`src/epo_pkg.sv`:
```
// constants and types shared by the energy pulse output block
package epo_pkg;

    // clock and pulse timing
    localparam int unsigned CLK_HZ          = 100_000_000;
    localparam int unsigned CLK_PER_MS      = CLK_HZ / 1000;
    localparam int unsigned LOW_TIME_MS     = 90;
    localparam int unsigned PERIOD_LIMIT_MS = 180;
    localparam int unsigned LOW_CYCLES      = LOW_TIME_MS * CLK_PER_MS;
    localparam int unsigned PERIOD_CYCLES   = PERIOD_LIMIT_MS * CLK_PER_MS;
    localparam int unsigned CNT_W           = 25;

    // full-scale output rate with unity scaling, for reference only
    localparam int unsigned MAX_FREQ_HZ     = 21_100;

    // register addresses
    localparam logic [7:0] ADDR_PRIMARY_MODE_CONFIG     = 8'h0B;
    localparam logic [7:0] ADDR_PULSE_MODE_CONFIG     = 8'h0C;
    localparam logic [7:0] ADDR_EN_LOW    = 8'hD9;
    localparam logic [7:0] ADDR_EN_MID    = 8'hDA;
    localparam logic [7:0] ADDR_EN_HIGH   = 8'hDB;
    localparam logic [7:0] ADDR_ST_LOW    = 8'hDC;
    localparam logic [7:0] ADDR_ST_MID    = 8'hDD;
    localparam logic [7:0] ADDR_ST_HIGH   = 8'hDE;
    localparam logic [7:0] ADDR_FREQ_BASE = 8'h40;

    // byte position inside one converter's four-byte scaling group
    localparam logic [1:0] FREQ_NUM_LO = 2'h0;
    localparam logic [1:0] FREQ_NUM_HI = 2'h1;
    localparam logic [1:0] FREQ_DEN_LO = 2'h2;
    localparam logic [1:0] FREQ_DEN_HI = 2'h3;

    // field positions
    localparam int unsigned PRIMARY_MODE_CONFIG_DIS_LSB  = 0;
    localparam int unsigned PULSE_MODE_CONFIG_RMS_BIT  = 3;
    localparam int unsigned PULSE_MODE_CONFIG_SEL_LSB  = 4;
    localparam int unsigned ST_MID_CF_LSB  = 6;

    // source select codes
    localparam logic [1:0] SEL_ACTIVE   = 2'h0;
    localparam logic [1:0] SEL_REACTIVE = 2'h1;

    // reset values
    localparam logic [7:0]  BYTE_RESET = 8'h00;
    localparam logic [15:0] FREQ_RESET = 16'h0000;

    // processor vector serving metering interrupts
    localparam logic [15:0] METER_IRQ_VECTOR = 16'h004B;

    typedef struct packed {
        logic active;
        logic reactive;
        logic apparent;
        logic irms;
    } epo_energy_t;

    typedef struct packed {
        logic [7:0] high;
        logic [7:0] mid;
        logic [7:0] low;
    } epo_events_t;

    typedef enum logic [1:0] {
        SH_HIGH = 2'b01,
        SH_LOW  = 2'b10
    } epo_shape_state_t;

endpackage

```
`src/epo_energy_pulse_output.sv`:
```
// two energy to frequency pulse outputs with metering interrupt registers
// Summary of operation
// - select bits 00 active, 01 reactive, 1x apparent or rms current
// - one shared mode bit picks apparent power or rms current
// - both outputs on the upper source always carry the same quantity
// - period above 180 ms gives fixed 90 ms low phase
// - period below 180 ms gives 50 percent duty
// - outputs are active low; pin driven low marks a pulse
// - each converter owns 16-bit numerator and denominator registers
// - ratio scales output from 1/65535 to 1 as numerator over denominator
// - zero in numerator or denominator acts as one
// - numerator above denominator clamps the ratio to one
// - unity scaling at full scale gives about 21.1 kHz
// - metering interrupt has its own vector at 0x004B
// - only events with enable bits set raise the interrupt
// - interrupt stays active until the causing status bit clears
// - writing zero to a status bit clears it
// - one internal pulse per energy lsb, scaled by the ratio
// - a set disable bit in the primary mode register stops an output
// - each output sets its own flag in the middle status register
module epo_energy_pulse_output #(
    parameter int unsigned LOW_CYCLES    = epo_pkg::LOW_CYCLES,
    parameter int unsigned PERIOD_CYCLES = epo_pkg::PERIOD_CYCLES
) (
    input  wire logic                 clock_in,
    input  wire logic                 srst_in,
    input  wire logic [7:0]           sfr_addr_in,
    input  wire logic [7:0]           sfr_wdata_in,
    input  wire logic                 sfr_wr_in,
    input  wire logic                 sfr_rd_in,
    output logic      [7:0]           sfr_rdata_out,
    input  wire epo_pkg::epo_energy_t energy_lsb_in,
    input  wire epo_pkg::epo_events_t meter_events_in,
    output logic                      pulse_output_one_n_out,
    output logic                      pulse_output_two_n_out,
    output logic                      meter_irq_out,
    output logic      [15:0]          meter_irq_vector_out
);
    logic [7:0]  primary_mode_config;
    logic [7:0]  pulse_mode_config;
    logic [7:0]  meter_irq_enable_low;
    logic [7:0]  meter_irq_enable_mid;
    logic [7:0]  meter_irq_enable_high;
    logic [7:0]  meter_irq_status_low;
    logic [7:0]  meter_irq_status_mid;
    logic [7:0]  meter_irq_status_high;
    logic [15:0] freq_numerator   [2];
    logic [15:0] freq_denominator [2];

    logic [1:0]  pulse_source_select [2];
    logic        current_rms_pulse_select;
    logic [1:0]  pulse_disable;
    logic [1:0]  src_pulse;
    logic [1:0]  cf_fire;
    logic [1:0]  pin_n;
    logic [7:0]  cf_status_bits;
    logic [7:0]  next_status_low;
    logic [7:0]  next_status_mid;
    logic [7:0]  next_status_high;
    logic        freq_hit;
    logic        freq_ch;
    logic [23:0] status_all;
    logic [23:0] enable_all;

    assign current_rms_pulse_select = pulse_mode_config[epo_pkg::PULSE_MODE_CONFIG_RMS_BIT];
    assign freq_hit = (sfr_addr_in[7:3] == epo_pkg::ADDR_FREQ_BASE[7:3]);
    assign freq_ch  = sfr_addr_in[2];
    assign status_all = {meter_irq_status_high, meter_irq_status_mid, meter_irq_status_low};
    assign enable_all = {meter_irq_enable_high, meter_irq_enable_mid, meter_irq_enable_low};

    // mode and enable registers
    always_ff @(posedge clock_in) begin
        if (srst_in) begin
            primary_mode_config   <= epo_pkg::BYTE_RESET;
            pulse_mode_config     <= epo_pkg::BYTE_RESET;
            meter_irq_enable_low  <= epo_pkg::BYTE_RESET;
            meter_irq_enable_mid  <= epo_pkg::BYTE_RESET;
            meter_irq_enable_high <= epo_pkg::BYTE_RESET;
        end else if (sfr_wr_in) begin
            case (sfr_addr_in)
                epo_pkg::ADDR_PRIMARY_MODE_CONFIG:   primary_mode_config   <= sfr_wdata_in;
                epo_pkg::ADDR_PULSE_MODE_CONFIG:   pulse_mode_config     <= sfr_wdata_in;
                epo_pkg::ADDR_EN_LOW:  meter_irq_enable_low  <= sfr_wdata_in;
                epo_pkg::ADDR_EN_MID:  meter_irq_enable_mid  <= sfr_wdata_in;
                epo_pkg::ADDR_EN_HIGH: meter_irq_enable_high <= sfr_wdata_in;
                default: begin
                end
            endcase
        end
    end

    // per converter: scaling registers, source pick, scaler and shaper
    genvar ch;
    generate
        for (ch = 0; ch < 2; ch++) begin : g_conv
            always_ff @(posedge clock_in) begin
                if (srst_in) begin
                    freq_numerator[ch]   <= epo_pkg::FREQ_RESET;
                    freq_denominator[ch] <= epo_pkg::FREQ_RESET;
                end else if (sfr_wr_in && freq_hit && freq_ch == ch) begin
                    case (sfr_addr_in[1:0])
                        epo_pkg::FREQ_NUM_LO: freq_numerator[ch][7:0]    <= sfr_wdata_in;
                        epo_pkg::FREQ_NUM_HI: freq_numerator[ch][15:8]   <= sfr_wdata_in;
                        epo_pkg::FREQ_DEN_LO: freq_denominator[ch][7:0]  <= sfr_wdata_in;
                        epo_pkg::FREQ_DEN_HI: freq_denominator[ch][15:8] <= sfr_wdata_in;
                        default: begin
                        end
                    endcase
                end
            end

            assign pulse_source_select[ch] =
                pulse_mode_config[epo_pkg::PULSE_MODE_CONFIG_SEL_LSB + 2*ch +: 2];
            assign pulse_disable[ch] = primary_mode_config[epo_pkg::PRIMARY_MODE_CONFIG_DIS_LSB + ch];

            // one shared bit for both outputs keeps apparent and rms from mixing
            always_comb begin
                case (pulse_source_select[ch])
                    epo_pkg::SEL_ACTIVE:   src_pulse[ch] = energy_lsb_in.active;
                    epo_pkg::SEL_REACTIVE: src_pulse[ch] = energy_lsb_in.reactive;
                    default: begin
                        src_pulse[ch] = current_rms_pulse_select ?
                                        energy_lsb_in.irms : energy_lsb_in.apparent;
                    end
                endcase
            end

            // with unity scaling the output rate equals the source lsb rate
            epo_dfc u_dfc (
                .clock_in       (clock_in),
                .srst_in        (srst_in),
                .enable_in      (!pulse_disable[ch]),
                .pulse_in       (src_pulse[ch]),
                .numerator_in   (freq_numerator[ch]),
                .denominator_in (freq_denominator[ch]),
                .pulse_out      (cf_fire[ch])
            );

            epo_pulse_shaper #(
                .LOW_CYCLES    (LOW_CYCLES),
                .PERIOD_CYCLES (PERIOD_CYCLES)
            ) u_shaper (
                .clock_in    (clock_in),
                .srst_in     (srst_in),
                .enable_in   (!pulse_disable[ch]),
                .fire_in     (cf_fire[ch]),
                .pulse_n_out (pin_n[ch])
            );

            disabled_idle_a: assert property (@(posedge clock_in) disable iff (srst_in)
                (pulse_disable[ch] [*2]) |-> (pin_n[ch] && !cf_fire[ch]))
                else $error("disabled output still pulsing");
            flag_set_a: assert property (@(posedge clock_in) disable iff (srst_in)
                cf_fire[ch] |=> meter_irq_status_mid[epo_pkg::ST_MID_CF_LSB + ch])
                else $error("pulse did not set its status flag");
        end
    endgenerate

    assign pulse_output_one_n_out = pin_n[0];
    assign pulse_output_two_n_out = pin_n[1];

    always_comb begin
        cf_status_bits = 8'h00;
        cf_status_bits[epo_pkg::ST_MID_CF_LSB +: 2] = cf_fire;
    end

    // write zero clears, write one keeps; a new event wins over the clear
    always_comb begin
        next_status_low  = meter_irq_status_low;
        next_status_mid  = meter_irq_status_mid;
        next_status_high = meter_irq_status_high;
        if (sfr_wr_in && sfr_addr_in == epo_pkg::ADDR_ST_LOW) begin
            next_status_low = meter_irq_status_low & sfr_wdata_in;
        end
        if (sfr_wr_in && sfr_addr_in == epo_pkg::ADDR_ST_MID) begin
            next_status_mid = meter_irq_status_mid & sfr_wdata_in;
        end
        if (sfr_wr_in && sfr_addr_in == epo_pkg::ADDR_ST_HIGH) begin
            next_status_high = meter_irq_status_high & sfr_wdata_in;
        end
        next_status_low  = next_status_low | meter_events_in.low;
        next_status_mid  = next_status_mid | meter_events_in.mid | cf_status_bits;
        next_status_high = next_status_high | meter_events_in.high;
    end

    always_ff @(posedge clock_in) begin
        if (srst_in) begin
            meter_irq_status_low  <= epo_pkg::BYTE_RESET;
            meter_irq_status_mid  <= epo_pkg::BYTE_RESET;
            meter_irq_status_high <= epo_pkg::BYTE_RESET;
        end else begin
            meter_irq_status_low  <= next_status_low;
            meter_irq_status_mid  <= next_status_mid;
            meter_irq_status_high <= next_status_high;
        end
    end

    // request held as long as any enabled status bit stays set
    always_ff @(posedge clock_in) begin
        if (srst_in) begin
            meter_irq_out <= 1'b0;
        end else begin
            meter_irq_out <= |(status_all & enable_all);
        end
    end

    always_ff @(posedge clock_in) begin
        if (srst_in) begin
            meter_irq_vector_out <= 16'h0000;
        end else begin
            meter_irq_vector_out <= epo_pkg::METER_IRQ_VECTOR;
        end
    end

    // read data registered one cycle after the strobe; unmapped reads zero
    always_ff @(posedge clock_in) begin
        if (srst_in) begin
            sfr_rdata_out <= epo_pkg::BYTE_RESET;
        end else if (sfr_rd_in) begin
            if (freq_hit) begin
                case (sfr_addr_in[1:0])
                    epo_pkg::FREQ_NUM_LO: sfr_rdata_out <= freq_numerator[freq_ch][7:0];
                    epo_pkg::FREQ_NUM_HI: sfr_rdata_out <= freq_numerator[freq_ch][15:8];
                    epo_pkg::FREQ_DEN_LO: sfr_rdata_out <= freq_denominator[freq_ch][7:0];
                    default:              sfr_rdata_out <= freq_denominator[freq_ch][15:8];
                endcase
            end else begin
                case (sfr_addr_in)
                    epo_pkg::ADDR_PRIMARY_MODE_CONFIG:   sfr_rdata_out <= primary_mode_config;
                    epo_pkg::ADDR_PULSE_MODE_CONFIG:   sfr_rdata_out <= pulse_mode_config;
                    epo_pkg::ADDR_EN_LOW:  sfr_rdata_out <= meter_irq_enable_low;
                    epo_pkg::ADDR_EN_MID:  sfr_rdata_out <= meter_irq_enable_mid;
                    epo_pkg::ADDR_EN_HIGH: sfr_rdata_out <= meter_irq_enable_high;
                    epo_pkg::ADDR_ST_LOW:  sfr_rdata_out <= meter_irq_status_low;
                    epo_pkg::ADDR_ST_MID:  sfr_rdata_out <= meter_irq_status_mid;
                    epo_pkg::ADDR_ST_HIGH: sfr_rdata_out <= meter_irq_status_high;
                    default:               sfr_rdata_out <= epo_pkg::BYTE_RESET;
                endcase
            end
        end
    end

    src_active_a: assert property (@(posedge clock_in) disable iff (srst_in)
        (pulse_source_select[0] == epo_pkg::SEL_ACTIVE && !pulse_disable[0]
         && energy_lsb_in.active && freq_numerator[0] == freq_denominator[0])
        |=> cf_fire[0])
        else $error("active source pulse lost on output one");
    shared_source_a: assert property (@(posedge clock_in) disable iff (srst_in)
        (pulse_source_select[0][1] && pulse_source_select[1][1])
        |-> (src_pulse[0] == src_pulse[1]))
        else $error("outputs carry apparent and rms at once");
    irq_enabled_a: assert property (@(posedge clock_in) disable iff (srst_in)
        meter_irq_out |-> (|($past(status_all) & $past(enable_all))))
        else $error("interrupt without enabled status bit");
    // a write one cycle earlier already reaches the request, so it is excluded too
    irq_hold_a: assert property (@(posedge clock_in) disable iff (srst_in)
        (!sfr_wr_in ##1 (meter_irq_out && !sfr_wr_in)) |=> meter_irq_out)
        else $error("interrupt dropped without a clearing write");
    clear_zero_a: assert property (@(posedge clock_in) disable iff (srst_in)
        (sfr_wr_in && sfr_addr_in == epo_pkg::ADDR_ST_LOW && !sfr_wdata_in[0]
         && !meter_events_in.low[0]) |=> !meter_irq_status_low[0])
        else $error("zero write did not clear status bit");
    irq_or_a: assert property (@(posedge clock_in) disable iff (srst_in)
        (|(status_all & enable_all)) |=> meter_irq_out)
        else $error("enabled status bit did not raise interrupt");

endmodule

```
`src/epo_dfc.sv`:
```
// numerator over denominator pulse scaler for one converter
module epo_dfc (
    input  wire logic        clock_in,
    input  wire logic        srst_in,
    input  wire logic        enable_in,
    input  wire logic        pulse_in,
    input  wire logic [15:0] numerator_in,
    input  wire logic [15:0] denominator_in,
    output logic             pulse_out
);
    logic [15:0] num_eff;
    logic [15:0] den_eff;
    logic [16:0] acc;
    logic [16:0] sum;

    always_comb begin
        num_eff = (numerator_in == 16'h0000) ? 16'h0001 : numerator_in;
        den_eff = (denominator_in == 16'h0000) ? 16'h0001 : denominator_in;
        if (num_eff > den_eff) begin
            num_eff = den_eff;
        end
        sum = acc + {1'b0, num_eff};
    end

    // acc stays below den_eff, so one input never yields two outputs
    always_ff @(posedge clock_in) begin
        if (srst_in || !enable_in) begin
            acc       <= 17'h00000;
            pulse_out <= 1'b0;
        end else if (pulse_in) begin
            if (sum >= {1'b0, den_eff}) begin
                acc       <= sum - {1'b0, den_eff};
                pulse_out <= 1'b1;
            end else begin
                acc       <= sum;
                pulse_out <= 1'b0;
            end
        end else begin
            pulse_out <= 1'b0;
        end
    end

    clamp_unity_a: assert property (@(posedge clock_in) disable iff (srst_in)
        (enable_in && pulse_in && num_eff == den_eff) |=> pulse_out)
        else $error("unity ratio did not pass every pulse");
    pulse_cause_a: assert property (@(posedge clock_in) disable iff (srst_in)
        pulse_out |-> $past(pulse_in))
        else $error("output pulse without internal pulse");

endmodule

```
`src/epo_pulse_shaper.sv`:
```
// active-low pulse width shaper for one output pin
module epo_pulse_shaper #(
    parameter int unsigned LOW_CYCLES    = epo_pkg::LOW_CYCLES,
    parameter int unsigned PERIOD_CYCLES = epo_pkg::PERIOD_CYCLES
) (
    input  wire logic clock_in,
    input  wire logic srst_in,
    input  wire logic enable_in,
    input  wire logic fire_in,
    output logic      pulse_n_out
);
    localparam logic [epo_pkg::CNT_W-1:0] LOW_LEN = LOW_CYCLES[epo_pkg::CNT_W-1:0];
    localparam logic [epo_pkg::CNT_W-1:0] PER_LIM = PERIOD_CYCLES[epo_pkg::CNT_W-1:0];
    localparam logic [epo_pkg::CNT_W-1:0] ONE     = {{(epo_pkg::CNT_W-1){1'b0}}, 1'b1};

    epo_pkg::epo_shape_state_t   state;
    logic [epo_pkg::CNT_W-1:0]   period_cnt;
    logic [epo_pkg::CNT_W-1:0]   low_cnt;
    logic [epo_pkg::CNT_W-1:0]   next_len;
    logic [epo_pkg::CNT_W-1:0]   low_run;
    logic [epo_pkg::CNT_W-1:0]   exp_len;
    logic                        exp_long;

    // low time follows the last measured period
    always_comb begin
        if (period_cnt >= PER_LIM) begin
            next_len = LOW_LEN;
        end else if ((period_cnt >> 1) == '0) begin
            next_len = ONE;
        end else begin
            next_len = period_cnt >> 1;
        end
    end

    // saturates so a first pulse or a slow load gets the fixed low time
    always_ff @(posedge clock_in) begin
        if (srst_in || !enable_in) begin
            period_cnt <= PER_LIM;
        end else if (fire_in) begin
            period_cnt <= ONE;
        end else if (period_cnt < PER_LIM) begin
            period_cnt <= period_cnt + ONE;
        end
    end

    always_ff @(posedge clock_in) begin
        if (srst_in || !enable_in) begin
            state       <= epo_pkg::SH_HIGH;
            low_cnt     <= '0;
            pulse_n_out <= 1'b1;
        end else if (fire_in) begin
            state       <= epo_pkg::SH_LOW;
            low_cnt     <= next_len;
            pulse_n_out <= 1'b0;
        end else begin
            case (state)
                epo_pkg::SH_LOW: begin
                    if (low_cnt <= ONE) begin
                        state       <= epo_pkg::SH_HIGH;
                        pulse_n_out <= 1'b1;
                    end else begin
                        low_cnt <= low_cnt - ONE;
                    end
                end
                epo_pkg::SH_HIGH: begin
                    pulse_n_out <= 1'b1;
                end
                default: begin
                    state       <= epo_pkg::SH_HIGH;
                    pulse_n_out <= 1'b1;
                end
            endcase
        end
    end

    // helper that measures each low phase for the checks below
    always_ff @(posedge clock_in) begin
        if (srst_in || fire_in) begin
            low_run  <= '0;
            exp_len  <= next_len;
            exp_long <= (period_cnt >= PER_LIM);
        end else if (!pulse_n_out) begin
            low_run <= low_run + ONE;
        end
    end

    long_low_a: assert property (@(posedge clock_in) disable iff (srst_in)
        ($rose(pulse_n_out) && $past(enable_in) && exp_long) |-> (low_run == LOW_LEN))
        else $error("long period pulse low time wrong");
    half_duty_a: assert property (@(posedge clock_in) disable iff (srst_in)
        ($rose(pulse_n_out) && $past(enable_in) && !exp_long) |-> (low_run == exp_len))
        else $error("short period pulse not half duty");

endmodule

```
`config.mk`:
```
export PLATFORM = sky130hd
export DESIGN_NAME = epo_energy_pulse_output
export DESIGN_NICKNAME = d
export VERILOG_FILES = /design/src/epo_pkg.sv /design/src/epo_energy_pulse_output.sv /design/src/epo_dfc.sv /design/src/epo_pulse_shaper.sv
export SDC_FILE = /design/constraint.sdc
export NUM_CORES = 1
export LEC_CHECK = 0
export BUFFER_PORTS_ARGS = -buffer_cell sky130_fd_sc_hd__buf_2
export CAP_MARGIN = 25
export CELL_PAD_IN_SITES_DETAIL_PLACEMENT = 0
export CELL_PAD_IN_SITES_GLOBAL_PLACEMENT = 2
export CORE_UTILIZATION = 42
export CTS_CLUSTER_SIZE = 25
export DETAILED_ROUTE_END_ITERATION = 8
export GPL_TIMING_DRIVEN = 0
export PLACE_DENSITY = 0.95
export SKIP_LAST_GASP = 1
export SLEW_MARGIN = 20
export SYNTH_ARGS = -nofsm -noshare
export SYNTH_HDL_FRONTEND = slang
export SYNTH_SLANG_ARGS = --single-unit
export TNS_END_PERCENT = 10
```
`constraint.sdc`:
```
create_clock -name clock_in -period 16.35 [get_ports clock_in]
set_input_delay 0.8175 -clock clock_in [delete_from_list [all_inputs] [get_ports clock_in]]
set_output_delay 0.8175 -clock clock_in [all_outputs]
set_load 0.02 [all_outputs]
```
; Yosys cells after proc, flatten, opt, wreduce, memory -nomap -nowiden
; Memories as Yosys holds them, arrays and structs flattened.
; Index checks and enable logic that the tools add are counted.
; Widths: inputs -> output; s select.
[classes]
shifts = 0
n_mul = 0
bitwise_logic = 19
reduce_logical = 35
eq_ne = 24
n_div = 0
magnitude_cmp = 10
mux = 84
addsub = 8
[op_table]
columns = cell, count
row1 = $mux 25, 10
row2 = $mux 16, 6
row3 = $mux 24, 4
row4 = $mux 8, 12
row5 = $logic_not 16->1, 4
row6 = $pmux 8 s8, 1
row7 = $add 25x1->25 const B, 2
row8 = $ge 25x25->1 const B, 2
row9 = $le 25x1->1 const B, 2
row10 = $logic_not 25->1, 2
row11 = $lt 25x25->1 const B, 2
row12 = $sub 25x1->25 const B, 2
row13 = $eq 8x8->1 const B, 6
row14 = $mux 1, 39
row15 = $add 17x16->17, 2
row16 = $ge 17x16->1, 2
row17 = $mux 17, 2
row18 = $sub 17x16->17, 2
row19 = $gt 16x16->1, 2
row20 = $or 8x8->8, 4
row21 = $and 24x24->24, 1
row22 = $and 8x8->8, 3
row23 = $pmux 8 s3, 1
row24 = $reduce_or 24->1, 1
row25 = other kinds (18), 66
[totals]
mem_bits_rw = 64
out_inout_bits = 27
regBits = 231
mem_bits_ro = 0
latch_bits = 0
n_memories = 2
input_bits = 48
word_cells = 207
[memory_table]
columns = memory, words, width, rd, rd_clocked_by_memory_dff, write_ports, line
row1 = freq_denominator, 2, 16, 3, 0, 2, epo_energy_pulse_output.sv:48  ; logic [15:0] freq_denominator [2];
row2 = freq_numerator, 2, 16, 3, 0, 2, epo_energy_pulse_output.sv:47  ; logic [15:0] freq_numerator [2];

; Depth between registers and ports, before layout
; Gate-level depths: netlist of the first run.
; An unclocked memory read counts as a cell.
[depth]
depth_word = 8
ltp_mapped = 32
ltp_nobuf = 29

; Modules after synthesis
; From an unflattened synthesis of the first run, not the netlist that was laid out.
[hier_totals]
hier_cells = 2292
area_unflattened_um2 = 19582.5
[modules_own_cells]
columns = mod, cells_per_inst, instances, seq_area_each_um2, area_each_um2
row1 = epo_energy_pulse_output, 634, 1, 3403.3, 6630.1
row2 = epo_pulse_shaper (g_conv[0].u_shaper), 414, 1, 1061.0, 3400.8
row3 = epo_dfc (g_conv[0].u_dfc), 419, 1, 360.3, 3209.3
row4 = epo_pulse_shaper (g_conv[1].u_shaper), 405, 1, 1061.0, 3208.1
row5 = epo_dfc (g_conv[1].u_dfc), 420, 1, 360.3, 3134.3

; Worst setup path after synthesis of the first run
; Ideal clock, no wire load.
[synth_path]
kind = register to register
from = memory freq_numerator[0][9]
to = register g_conv[0].u_dfc.acc[16]
synth_period_minus_slack_ps = 6487
stages_incl_launch_ff = 27
t_arrival_ps = 6350
setup_time_ps = 136
required_time_ps = 16214
setup_slack_ps = 9863
path_buffers = 1
cell_sequence = edfxtp_1 -> nor4_1 -> a41oi_1 -> ha_1 -> nand4_1 -> nor4_1 -> clkbuf_1 -> o31ai_1 -> a21oi_1 -> o211ai_1 -> ha_1 -> and3_1 -> and3_1 -> nand3_1 -> a311o_1 -> or4b_2 -> o21ai_0 -> or4_1 -> ha_1 -> nand4_1 -> nor3_1 -> a2111o_1 -> or3_4 -> a32oi_2 -> nor2_1 -> a2111oi_0 -> a211oi_1
[synth_rtl]
columns = element, line
row1 = start: declaration, epo_energy_pulse_output.sv:47
row2 = end signal: assignment, epo_dfc.sv:32  ; acc <= sum - {1'b0, den_eff};
row3 = end signal: assignment, epo_dfc.sv:35  ; acc <= sum;
row4 = end: declaration, epo_dfc.sv:13  ; logic [16:0] acc;

==> results by stage, run 1 <==
STA:
- The final number of max-transition violations is 0.
- Setup slack on the critical path of the routed design comes to 8400 ps.
- Setup repair after global routing left no endpoint under its margin.
- The clock tree skew after final layout is 25.9 ps.
- The measured slew at the worst slew-check pin is 900 ps.
- Of the available clock period, the critical path in the final layout requires 48.6%.
- Setup violations remaining at the end of the flow were counted as 0.
- The final hold violation count is 0.
- Measured against its own limit, the worst slew margin works out to 39.6%.
- The worst-case hold slack is 442 ps.
- Summed over all failing endpoints, the final setup total negative slack is 0 ps.
- The clock period could shrink to 7950 ps.
- The fmax is 126 MHz.

Clocking:
- TritonCTS built the clock tree.
- Clock latency on the worst-skew pair, taken at its later pin, is 570 ps.
- The number of H-tree branching levels is 2.
- The number of sinks on the clock net is 280.
- The post-CTS repair timing setup buffer count is 0.
- Counting along the longest clock path gives a buffer depth of 3.
- The library cell used as clock root buffer is clkbuf_16.
- The post-cts gate resize count is 0.
- The total CTS buffers is 35.
- After clock tree synthesis, the clock-pin slew on the worst setup and hold paths is 60 ps.
- The number of buffers inserted by hold repair at cts is 0.

GRT:
- The all-layer global routing usage is 26.4%.
- The largest net degree at the start of global routing is 14.
- The global-route wire length before repair is 92500 µm.
- The total congestion overflow is 0.
- The initial antenna violation count is 0.
- The via count of the first global-routing pass is 16400.

Synth:
- The fraction of registers with async set/reset is 0%.
- The summed instance area of the synthesized netlist is 18400 µm².
- The cell count after synthesis came out at 2225.
- The number of distinct library cells after synthesis is 92.
- The most used flip-flop cell after synthesis is dfxtp_1.
- The mean post-synth cell area is 8.28 µm².
- For this run, the register share of the synthesized area comes to 33.9%.
- Synthesis inferred 280 register bits.
- During synthesis, Yosys emitted a total of 0 warnings.
- The number of enable-type register cells in the synthesized netlist is 64.

Critical path:
- The launch point of the worst path is freq_denominator[0][4].
- The required time at the endpoint of the critical path is 16780 ps.
- Along the worst path, the maximum fanout reaches 10.
- The arrival time at the worst endpoint is 8380 ps.
- The kind of critical path is reg2reg.
- The delay of the slowest critical-path stage is 560 ps.
- The startpoint identified for the worst register-to-register timing path is freq_denominator[0][4].
- The kind of start point of the critical path is a flop.
- The worst setup path is captured at a flop.
- The slowest stage of the critical path is the or4_1 cell.
- Counting stages on the worst path, the most repeated cell is o21ai_0.

Routing:
- The total wire length after detailed routing is 59500 µm.
- After the first detailed-routing iteration, the DRC count stood at 1404.
- For this run, design rule violations remaining after detail routing come to 0.
- The length of the first detailed-routing pass in iterations is 5.
- The detail-routed via count per cell is 5.90.
- In the final routed layout, each cell accounts on average for 20.2 µm.
- The post-detailed-route count of antenna-violating nets is 0.
- Summing over every cut layer, the via total after detailed routing is 17400.

Layout:
- The total number of nets in the final design is 2498.
- The fraction of final layout cells sized beyond drive strength 1 is 9.04%.
- After routing the design area is 20700 µm².
- Leaving out fill and tap cells, the most frequent cell in the layout is dfxtp_1.
- The area growth from synthesis to layout is 12.5%.
- For this run, the share of the core covered by cells in the final layout is 48.0%.
- The repair_antennas step left the layout with diodes totalling 0.
- The number of fill cells is 4295.
- The library cells used most frequently in the layout, excluding fill and tap cells, are dfxtp_1, a21oi_1, nand2_1, nor2_1, nand3_1.
- The final cell count without fillers is 2951.

Pwr:
- The areal power density over the cells is 180 nW/µm².
- The total chip power is 3.74 mW.
- The worst-case IR drop observed on VDD is 0.000109 V.
- In this run the static leakage power is 7.91 nW.

Place:
- Prior to clock tree synthesis, the placed netlist has a worst setup slack of 8540 ps.
- The count of buffers added on input and output ports is 60.
- After detailed placement, the total cell area comes to 19500 µm².
- The detailed placement HPWL is 45000 µm.
- Including well taps, the total number of placed cells is 2885.
- The congestion estimate from routability-driven global placement came to 0.945.

Flow run:
- The number of violations of the max-capacitance limit is 0.

Floorplan:
- The initial utilization of the core area, before any placement, comes to 42.7%.
- The number of I/O pins is 75.
- The floorplan step defined a core boundary enclosing 43200 µm².
- The horizontal die dimension is 211 µm.
- In this run the vertical extent of the chip is 211 µm.
- The die area is 44700 µm².
- The initialized floorplan defines 76 standard-cell rows.

Hold path:
- The path class of the tightest hold or removal check is reg2reg.
- The startpoint identified for the worst hold timing path is g_conv[0].u_shaper.pulse_n_out.

Run status:
- The run finished with clean final reports.
==> report_power, final <==
| group | internal [mW] | switching, mW |
|---|---|---|
| registers | 0.816 | 0.114 |
| clock network | 0.477 | 0.327 |
| logic | 0.812 | 1.19 |
==> worst max-delay path: cells and delay by family (launching register included) <==
family / cells / cell delay (ps)
flip-flops: 1 / 480
AO/OA/AOI/OAI: 13 / 2950
buffers and inverters: 3 / 920
adder cells (fa/ha/maj): 3 / 910
AND/OR/NAND/NOR: 12 / 2550
==> logic make-up (layout without fill, tap and decap cells) <==
family,after synthesis,count (layout),share of synthesized area (%)
AND/OR/NAND/NOR,803,803,22.3
buffers and inverters,256,386,5.73
other,1,12,0.0204
AO/OA/AOI/OAI,623,623,21.9
flip-flops,280,280,33.9
XOR/XNOR,121,121,5.76
multiplexers,31,31,2.78
adder cells (fa/ha/maj),110,110,7.64
==> cell type report <==
class / instances / area [µm²] / share of cell area, %
clock buffers: 46 / 987 / 4.77
multi-input cells: 1700 / 11200 / 53.9
plain buffers: 153 / 668 / 3.23
well taps: 585 / 732 / 3.53
repair buffers: 67 / 335 / 1.62
inverters: 103 / 387 / 1.87
clock inverters: 17 / 203 / 0.978
flip-flops and latches: 280 / 6250 / 30.1
==> cells in the mapped netlist, drive strengths merged, types with 14 or more instances <==
library cell    n  share of area [%]
a211oi         46                2.1
a21o           37                1.5
a21oi         178                4.9
a22oi          40                1.6
a31oi          28               0.95
and2           72                2.4
and3           19               0.65
buf            35                1.2
clkbuf        118                2.4
dfxtp         216                 23
edfxtp         64                 10
ha            106                7.2
inv           102                2.1
mux2i          14               0.76
mux4           16                2.0
nand2         174                3.5
nand3         145                3.9
nand4          45                1.6
nor2          164                3.4
nor2b          14               0.48
nor3           64                1.8
nor4           39                1.6
o211ai         25                1.1
o21a           14               0.57
o21ai         135                3.7
o22ai          14               0.48
o31ai          22               0.92
or3            17               0.63
xnor2          66                3.1
xor2           55                2.6
==> registers in the layout (all words and copies together) (netlist names), 32 cells and up <==
signal,count
g_conv.u_dfc.acc,34
g_conv.u_shaper.period_cnt,50
g_conv.u_shaper.low_cnt,50
freq_denominator,32
freq_numerator,32
==> routing by layer <==
layer | global-route usage, % | part of all wire, % | vias up
met5 | 0 | 0 | -
met4 | 10.8 | 3.6 | 0
met3 | 3.69 | 6.5 | 129
met2 | 41.4 | 44 | 601
met1 | 36.5 | 46 | 8305
li1 | - | - | 8364
==> worst paths after layout <==
kind / endpoint / slack, ps / cells after the start
max: g_conv[0].u_dfc.acc[0] / 8400 / 31
min: g_conv[0].u_shaper.pulse_n_out / 440 / 1
max reg2reg: g_conv[0].u_dfc.acc[0] / 8400 / 31
min reg2reg: g_conv[0].u_shaper.pulse_n_out / 440 / 1
Power figures use the tool's default switching activity.
==> run 2, diff against run 1 <==
Settings changed: CORE_UTILIZATION 42 to 35, PLACE_DENSITY 0.95 to 0.85.
Clock period 16.35 ns to 7.3 ns, I/O delays scaled along.
==> run 2 against run 1 <==
  * Combinational power rose by 130%
  * Cell count rose by 4.5%
  * Routed wire length rose by 4.1%
  * Largest power group unchanged
==> results by stage, run 2 (synthesized netlist as in run 1, its figures left out) <==
Run status:
- The flow ran to the end, and the final reports show no timing, DRC or antenna violations.

Clocking:
- The number of sinks on the clock net is 280.
- Buffers inserted during clock tree synthesis total 35.
- The clock tree synthesis step divided the H-tree into 2 levels.
- The number of hold buffers added after CTS was 0.
- The source-to-sink clock delay at the later pin of the worst-skew pair is 550 ps.
- TritonCTS built the clock tree.
- The maximum buffer depth of the clock tree is 3.
- The tree is rooted in a clkbuf_16.
- Clock-pin slew was measured on the worst setup and hold paths at 60 ps.

Critical path:
- The arrival time at the worst endpoint is 7520 ps.
- The critical path starts at freq_numerator[0][9].
- The path length in cells of the critical path is 27.
- STA classifies the critical path endpoint as a flop.
- The required time at the endpoint of the critical path is 7770 ps.
- The worst setup path endpoint is g_conv[0].u_dfc.acc[5].
- The reg2reg setup slack is 250 ps.
- The depth of the worst register-to-register path is 27.
- In this run the critical register-to-register path is captured at g_conv[0].u_dfc.acc[5].
- The gate family responsible for the most delay along the worst path is simple AND/OR/NAND/NOR gates.
- The number of buffers and inverters on the critical path is 3.
- In this design, the stage delay of the slowest critical-path cell is 650 ps.
- The slowest stage of the critical path belongs to the cell or4_1.
- The critical path in this run is classified as reg2reg.
- The kind of start point of the critical path is a flop.
- In this run the worst path has a maximum fanout of 10.
- The startpoint identified for the worst register-to-register timing path is freq_numerator[0][9].

Routing:
- The detail-routed via count per cell is 5.76.
- The first TritonRoute pass finished after 7 iterations.
- Once detail routing completed, the nets flagged for antenna violations numbered 0.
- The total number of vias is 17800.
- The first routing iteration left 1328 violations.
- In the final routed layout, each cell accounts on average for 20.1 µm.
- After detailed routing, the number of remaining DRC violations is 0.
- Wires add up to 61900 µm.

Floorplan:
- The die covers 53500 µm².
- The site row count is 83.
- The floorplan step set the die height to 231 µm.
- The horizontal die dimension is 231 µm.
- The region available for standard cell placement spans 51600 µm².
- Once the floorplan was initialized, standard cells occupied 35.7% of the core.
- In this run the count of I/O pins placed on the die edge is 75.

STA:
- The final number of max-transition violations was 0.
- The worst slew margin relative to its limit is 27.8%.
- The final setup slack of the worst path is 246 ps.
- At the pin with the least slew margin, the transition time is 1070 ps.
- The part of the cycle the worst path needs is 96.6%.
- The clock tree skew after final layout is 32.4 ps.
- Based on the critical path, the design can be clocked at up to 142 MHz.
- The total of endpoints with negative setup slack in the final report is 0.
- The shortest period the worst path allows is 7050 ps.
- Setup repair after global routing could not meet its margin everywhere.
- The final hold violation count is 0.
- Hold is met by 48.5 ps.

Layout:
- The fraction of final layout cells sized beyond drive strength 1 is 12.2%.
- Fill cells in the final layout number 5249.
- For this run, the post-layout net count is 2536.
- The largest registers in the layout are g_conv.u_shaper.low_cnt (50), g_conv.u_shaper.period_cnt (50), g_conv.u_dfc.acc (34).
- The number of antenna diodes is 0.
- The library cell used most frequently in the layout, excluding fill and tap cells, is dfxtp_1.
- The library cells used most frequently in the layout, excluding fill and tap cells, are dfxtp_1, nand2_1, a21oi_1, nor2_1, nand3_1.
- Relative to the synthesized area, the layout overhead comes to 15.8%.

Pwr:
- Summed over all cells, the static leakage comes to 8.15 nW.
- The areal power density over the cells is 399 nW/µm².
- IR analysis of the VDD net gives a maximum drop of 0.000347 V.

Place:
- At the placement stage, the worst setup path has a slack of -665 ps.
- The final estimated routing congestion in global placement is 0.956.
- The quantity of I/O buffers inserted on ports is 60.
- Once detailed placement completed, the half-perimeter wirelength came to 46500 µm.

GRT:
- The initial antenna violation count is 0.
- Global routing finished with a remaining overflow of 0.
- The via count of the first global-routing pass is 16900.
- The all-layer global routing usage is 22.8%.
- The largest net degree at the start of global routing is 14.
- The global-route wire length before repair is 95800 µm.

Hold path:
- In this run the most critical hold path is launched from meter_events_in[11].
- The kind of path behind the tightest hold check is in2reg.

Flow run:
- The number of violations of the max-capacitance limit is 0.
## run 2: cell types whose count changed in the layout (fill, tap and decap cells not counted), moves of 3 or more
cell,previous run,this run
a21oi_1,176,173
a21oi_2,2,5
buf_4,16,56
clkbuf_1,121,117
clkbuf_2,3,7
clkinv_2,6,3
ha_1,106,103
ha_2,0,3
nor3_1,61,58
nor4_1,34,25
nor4_2,3,11
o31ai_1,20,17
o31ai_2,2,5
## run 2: worst min-delay path, stage by stage
cell and delay, ps:
buf_2 90, inv_1 40, a21oi_1 50
## run 2: worst min path at each step
stage          slack (ps)                  endpoint  cells after the start
2_1_floorplan         430    g_conv[1].u_dfc.acc[9]                      2
3_3_place_gp          450    primary_mode_config[2]                      2
3_5_place_dp          460    primary_mode_config[5]                      2
4_1_cts                20  meter_irq_status_high[5]                      3
5_1_grt                40  meter_irq_status_high[5]                      3
6_report               50   meter_irq_status_mid[3]                      3
## run 2: what timing repair did
| item | CTS | global route |
|---|---|---|
| pin swaps | 4 | 12 |
| resized for setup | 18 | 47 |
| endpoints found under the setup margin | 18 | 36 |
| buffers inserted | 16 | 25 |
## run 2: cell type report
type | instances | area [µm²] | share of cell area, %
clock buffer | 53 | 1030 | 4.85
timing repair buffer | 106 | 633 | 2.97
sequential | 280 | 6250 | 29.3
buffer | 152 | 692 | 3.24
clock inverter | 10 | 120 | 0.563
inverter | 103 | 387 | 1.81
multi-input combinational | 1700 | 11400 | 53.3
tap | 680 | 851 | 3.99
## run 2: where the power goes
part	switching, mW	internal [mW]	leakage [nW]
logic	2.75	1.92	5.22
clock network	0.708	1.05	0.563
registers	0.250	1.83	2.37
## run 2: metrics by stage
stage                     instances  cell area [µm²]  util [%]  setup TNS, ps  power [mW]
after floorplan                2236            18500         -              0        5.50
final                          3084            21300      41.3              0        8.51
after detailed placement       2980            19600      38.0          -7770        6.53
after global placement         2976            19600      38.0          -6160        6.46
after global routing           3084            21300      41.3           -267        9.15
after CTS                      3059            21000      40.6              0        8.40
## run 2: layer usage
| layer | GRT usage (%) | share of wire [%] | vias up |
|---|---|---|---|
| met1 | 29.3 | 44 | 8571 |
| li1 | - | - | 8458 |
| met4 | 8.77 | 3.5 | 0 |
| met3 | 2.65 | 5.3 | 130 |
| met5 | 0 | 0 | - |
| met2 | 38.9 | 48 | 608 |
==> run 3, diff against run 2 <==
Settings changed: CORE_UTILIZATION 35 to 39, PLACE_DENSITY 0.85 to 0.9, RECOVER_POWER from default to 25.
Clock period 7.3 ns to 6.7 ns, I/O delays scaled along.
==> run 3 against run 2 <==
  * Total power up 14%
  * Sequential power up 8%
  * Clock skew down 2.6 ps
  * Clock power up 11%
  * Largest cell class unchanged
==> results by stage, run 3 (synthesized netlist as in run 1, its figures left out) <==
STA:
- The worst pin sits at a relative slew slack of 23.7%.
- The worst path needs 6630 ps of the cycle, external delays included.
- Setup repair after global routing could not meet its margin everywhere.
- Timing would allow up to 151 MHz.
- The final hold violation count is 0.
- The worst path uses 98.9% of the clock period.
- The total of endpoints with negative setup slack in the final report is 0.
- The worst-case hold slack is 11.7 ps.
- At the pin with the least slew margin, the transition time is 1130 ps.
- The clock tree skew after final layout is 29.8 ps.
- The final number of max-transition violations came to 0.

Floorplan:
- The initialized floorplan defines 79 standard-cell rows.
- The floorplan step defined a core boundary enclosing 46600 µm².
- The die area is 48100 µm².
- The starting density of the core is 39.6%.
- The vertical die dimension is 219 µm.
- The horizontal die dimension is 219 µm.
- The number of I/O pins is 75.

Pwr:
- Dividing total power by cell area gives a power density of 438 nW/µm².
- In this run, the combinational gates consume 56.4% of the power.
- The switching portion of total power is 43.4%.
- The internal power consumption is 5.48 mW.
- The total leakage power is 8.45 nW.
- The share of total power dissipated in sequential elements is 23.3%.
- The power spent charging and discharging nets is 4.20 mW.
- Of the total power, the clock network draws 20.3%.
- VDD sags by at most 0.000236 V.

Clocking:
- The clock reaches the later pin of the worst-skew pair after 560 ps.
- The number of H-tree branching levels is 2.
- Buffers inserted during clock tree synthesis total 34.
- The CTS tree is done.
- The clock passes through at most 3 buffers.
- The clock-pin transition on the worst setup and hold timing paths is 70 ps.
- The library cell used as clock root buffer is clkbuf_16.
- Clock tree synthesis found a total of 280 sinks.

Layout:
- The layout-stage area growth over the synthesis result is 19.9%.
- After the flow finishes, the layout carries non-filler instances totaling 3076.
- In the final design database the tool counted 2600 nets.
- The largest registers in the layout are g_conv.u_shaper.low_cnt (50), g_conv.u_shaper.period_cnt (50), g_conv.u_dfc.acc (34).
- The most common cell after layout, fill and taps aside is dfxtp_1.
- The library cells used most frequently in the layout, excluding fill and tap cells, are dfxtp_1, nand2_1, a21oi_1, nor2_1, nand3_1.
- The fraction of final layout cells sized beyond drive strength 1 is 14.9%.

Critical path:
- The cell at the slowest stage of the critical path is edfxtp_1.
- The delay of the slowest critical-path stage is 460 ps.
- The worst setup path is launched from a flop.
- The arrival time at the worst endpoint is 7120 ps.
- The maximum fanout encountered on the critical timing path is 6.
- The required time at the endpoint of the critical path is 7200 ps.
- The type of destination of the critical path is a flop.
- The number of buffers and inverters on the critical path is 5.
- On the critical path the largest part of the delay comes from compound AO/OA/AOI/OAI gates.
- The cell type with the highest occurrence count on the critical path is buf_4.
- By startpoint and endpoint, the worst setup path is classified as reg2reg.

Routing:
- The post-detailed-route count of antenna-violating nets is 0.
- The total number of vias is 18000.
- In the routed design, unresolved DRC markers number 0.
- For this block, the routed nets add up to 62300 µm of wire.
- The average detailed-routed wire length per instance is 20.2 µm.
- The pre-antenna-repair detailed-routing pass consisted of 5 iterations.
- For this block, the initial DRC count from the detailed router was 1568.
- Dividing the detail-routed via count by the number of cells gives 5.86.

Place:
- The final estimated routing congestion in global placement is 0.922.
- Detailed placement ended at an HPWL of 45200 µm.
- The quantity of I/O buffers inserted on ports is 60.
- In this run, placement finished with an instance count of 2908.

Run status:
- The run finished with clean final reports.

GRT:
- The total congestion overflow is 0.
- In the global route stage, overall resource usage came out at 25.4%.
- The largest net degree at the start of global routing is 15.
- The via count of the first global-routing pass is 16800.
- The first global-routing pass estimated 95500 µm of wire.
- The initial antenna violation count is 1.

Hold path:
- The worst hold path belongs to the class in2reg.

Flow run:
- The tool flagged a number of max-cap violations equal to 0.
-- run 3: changes by cell type in the layout (fill, tap and decap cells not counted), sizes merged --
| cell | before | now |
|---|---|---|
| clkbuf | 169 | 176 |
| clkinvlp | 1 | 2 |
| dlygate4sd3 | 0 | 16 |
| clkinv | 6 | 9 |
| inv | 104 | 105 |
| diode | 0 | 1 |
| buf | 142 | 176 |
| bufinv | 2 | 4 |
-- run 3: layout make-up --
| cell class | instances | area (µm²) |
|---|---|---|
| clock inverters | 17 | 224 |
| clock buffers | 45 | 942 |
| inverters | 103 | 390 |
| plain buffers | 150 | 738 |
| diodes | 1 | 2.50 |
| multi-input cells | 1700 | 11600 |
| flip-flops and latches | 280 | 6250 |
| fillers | 4544 | 24500 |
| well taps | 607 | 759 |
| repair buffers | 173 | 1180 |
-- run 3: final timing paths --
kind	depth (start not counted)	slack [ps]	end	start
setup / recovery	31	70	g_conv[0].u_dfc.acc[8]	freq_numerator[0][5]
hold / removal	3	10	meter_irq_status_mid[0]	meter_events_in[8]
setup reg to reg	31	70	g_conv[0].u_dfc.acc[8]	freq_numerator[0][5]
hold reg to reg	2	460	g_conv[1].u_shaper.low_cnt[12]	g_conv[1].u_shaper.low_cnt[12]
-- run 3: power by group through the flow --
stage / registers [mW] / clock network, mW / logic [mW]
final: 2.25 / 1.96 / 5.46
after global routing: 2.29 / 2.05 / 5.99
after global placement: 2.28 / 0 / 4.73
after detailed placement: 2.29 / 0 / 4.80
after floorplan: 2.21 / 0 / 3.78
after CTS: 2.24 / 1.99 / 5.00
-- run 3: what timing repair did --
action,in CTS,in global routing
cloned,0,1
gates resized for setup,63,90
pin swaps,19,68
hold endpoints to repair,16,0
setup endpoints to repair,35,36
hold buffers,16,0
buffers inserted,50,40
-- run 3: stage by stage --
step / TNS (ps) / total power [mW] / area (µm²) / util (%) / setup WS (ps)
6_report: 0 / 9.68 / 22100 / 47.4 / 73.2
2_1_floorplan: 0 / 5.99 / 18500 / - / 213
3_5_place_dp: -25400 / 7.09 / 19500 / 42.0 / -1140
4_1_cts: -140 / 9.24 / 21500 / 46.1 / -31.3
5_1_grt: -2410 / 10.3 / 22100 / 47.4 / -183
3_3_place_gp: -21970 / 7.02 / 19500 / 41.9 / -1040
-- run 3: per-layer routing --
metal | GRT usage, % | routed length [µm]
met1 | 34.3 | 27700
met2 | 41.3 | 28500
met3 | 2.88 | 3580
met4 | 10.1 | 2500
met5 | 0 | 0
-- run 3: worst min-delay path, delay by kind of cell --
family	cells	cell delay, ps
buffers and inverters	2	140
AO/OA/AOI/OAI	1	50
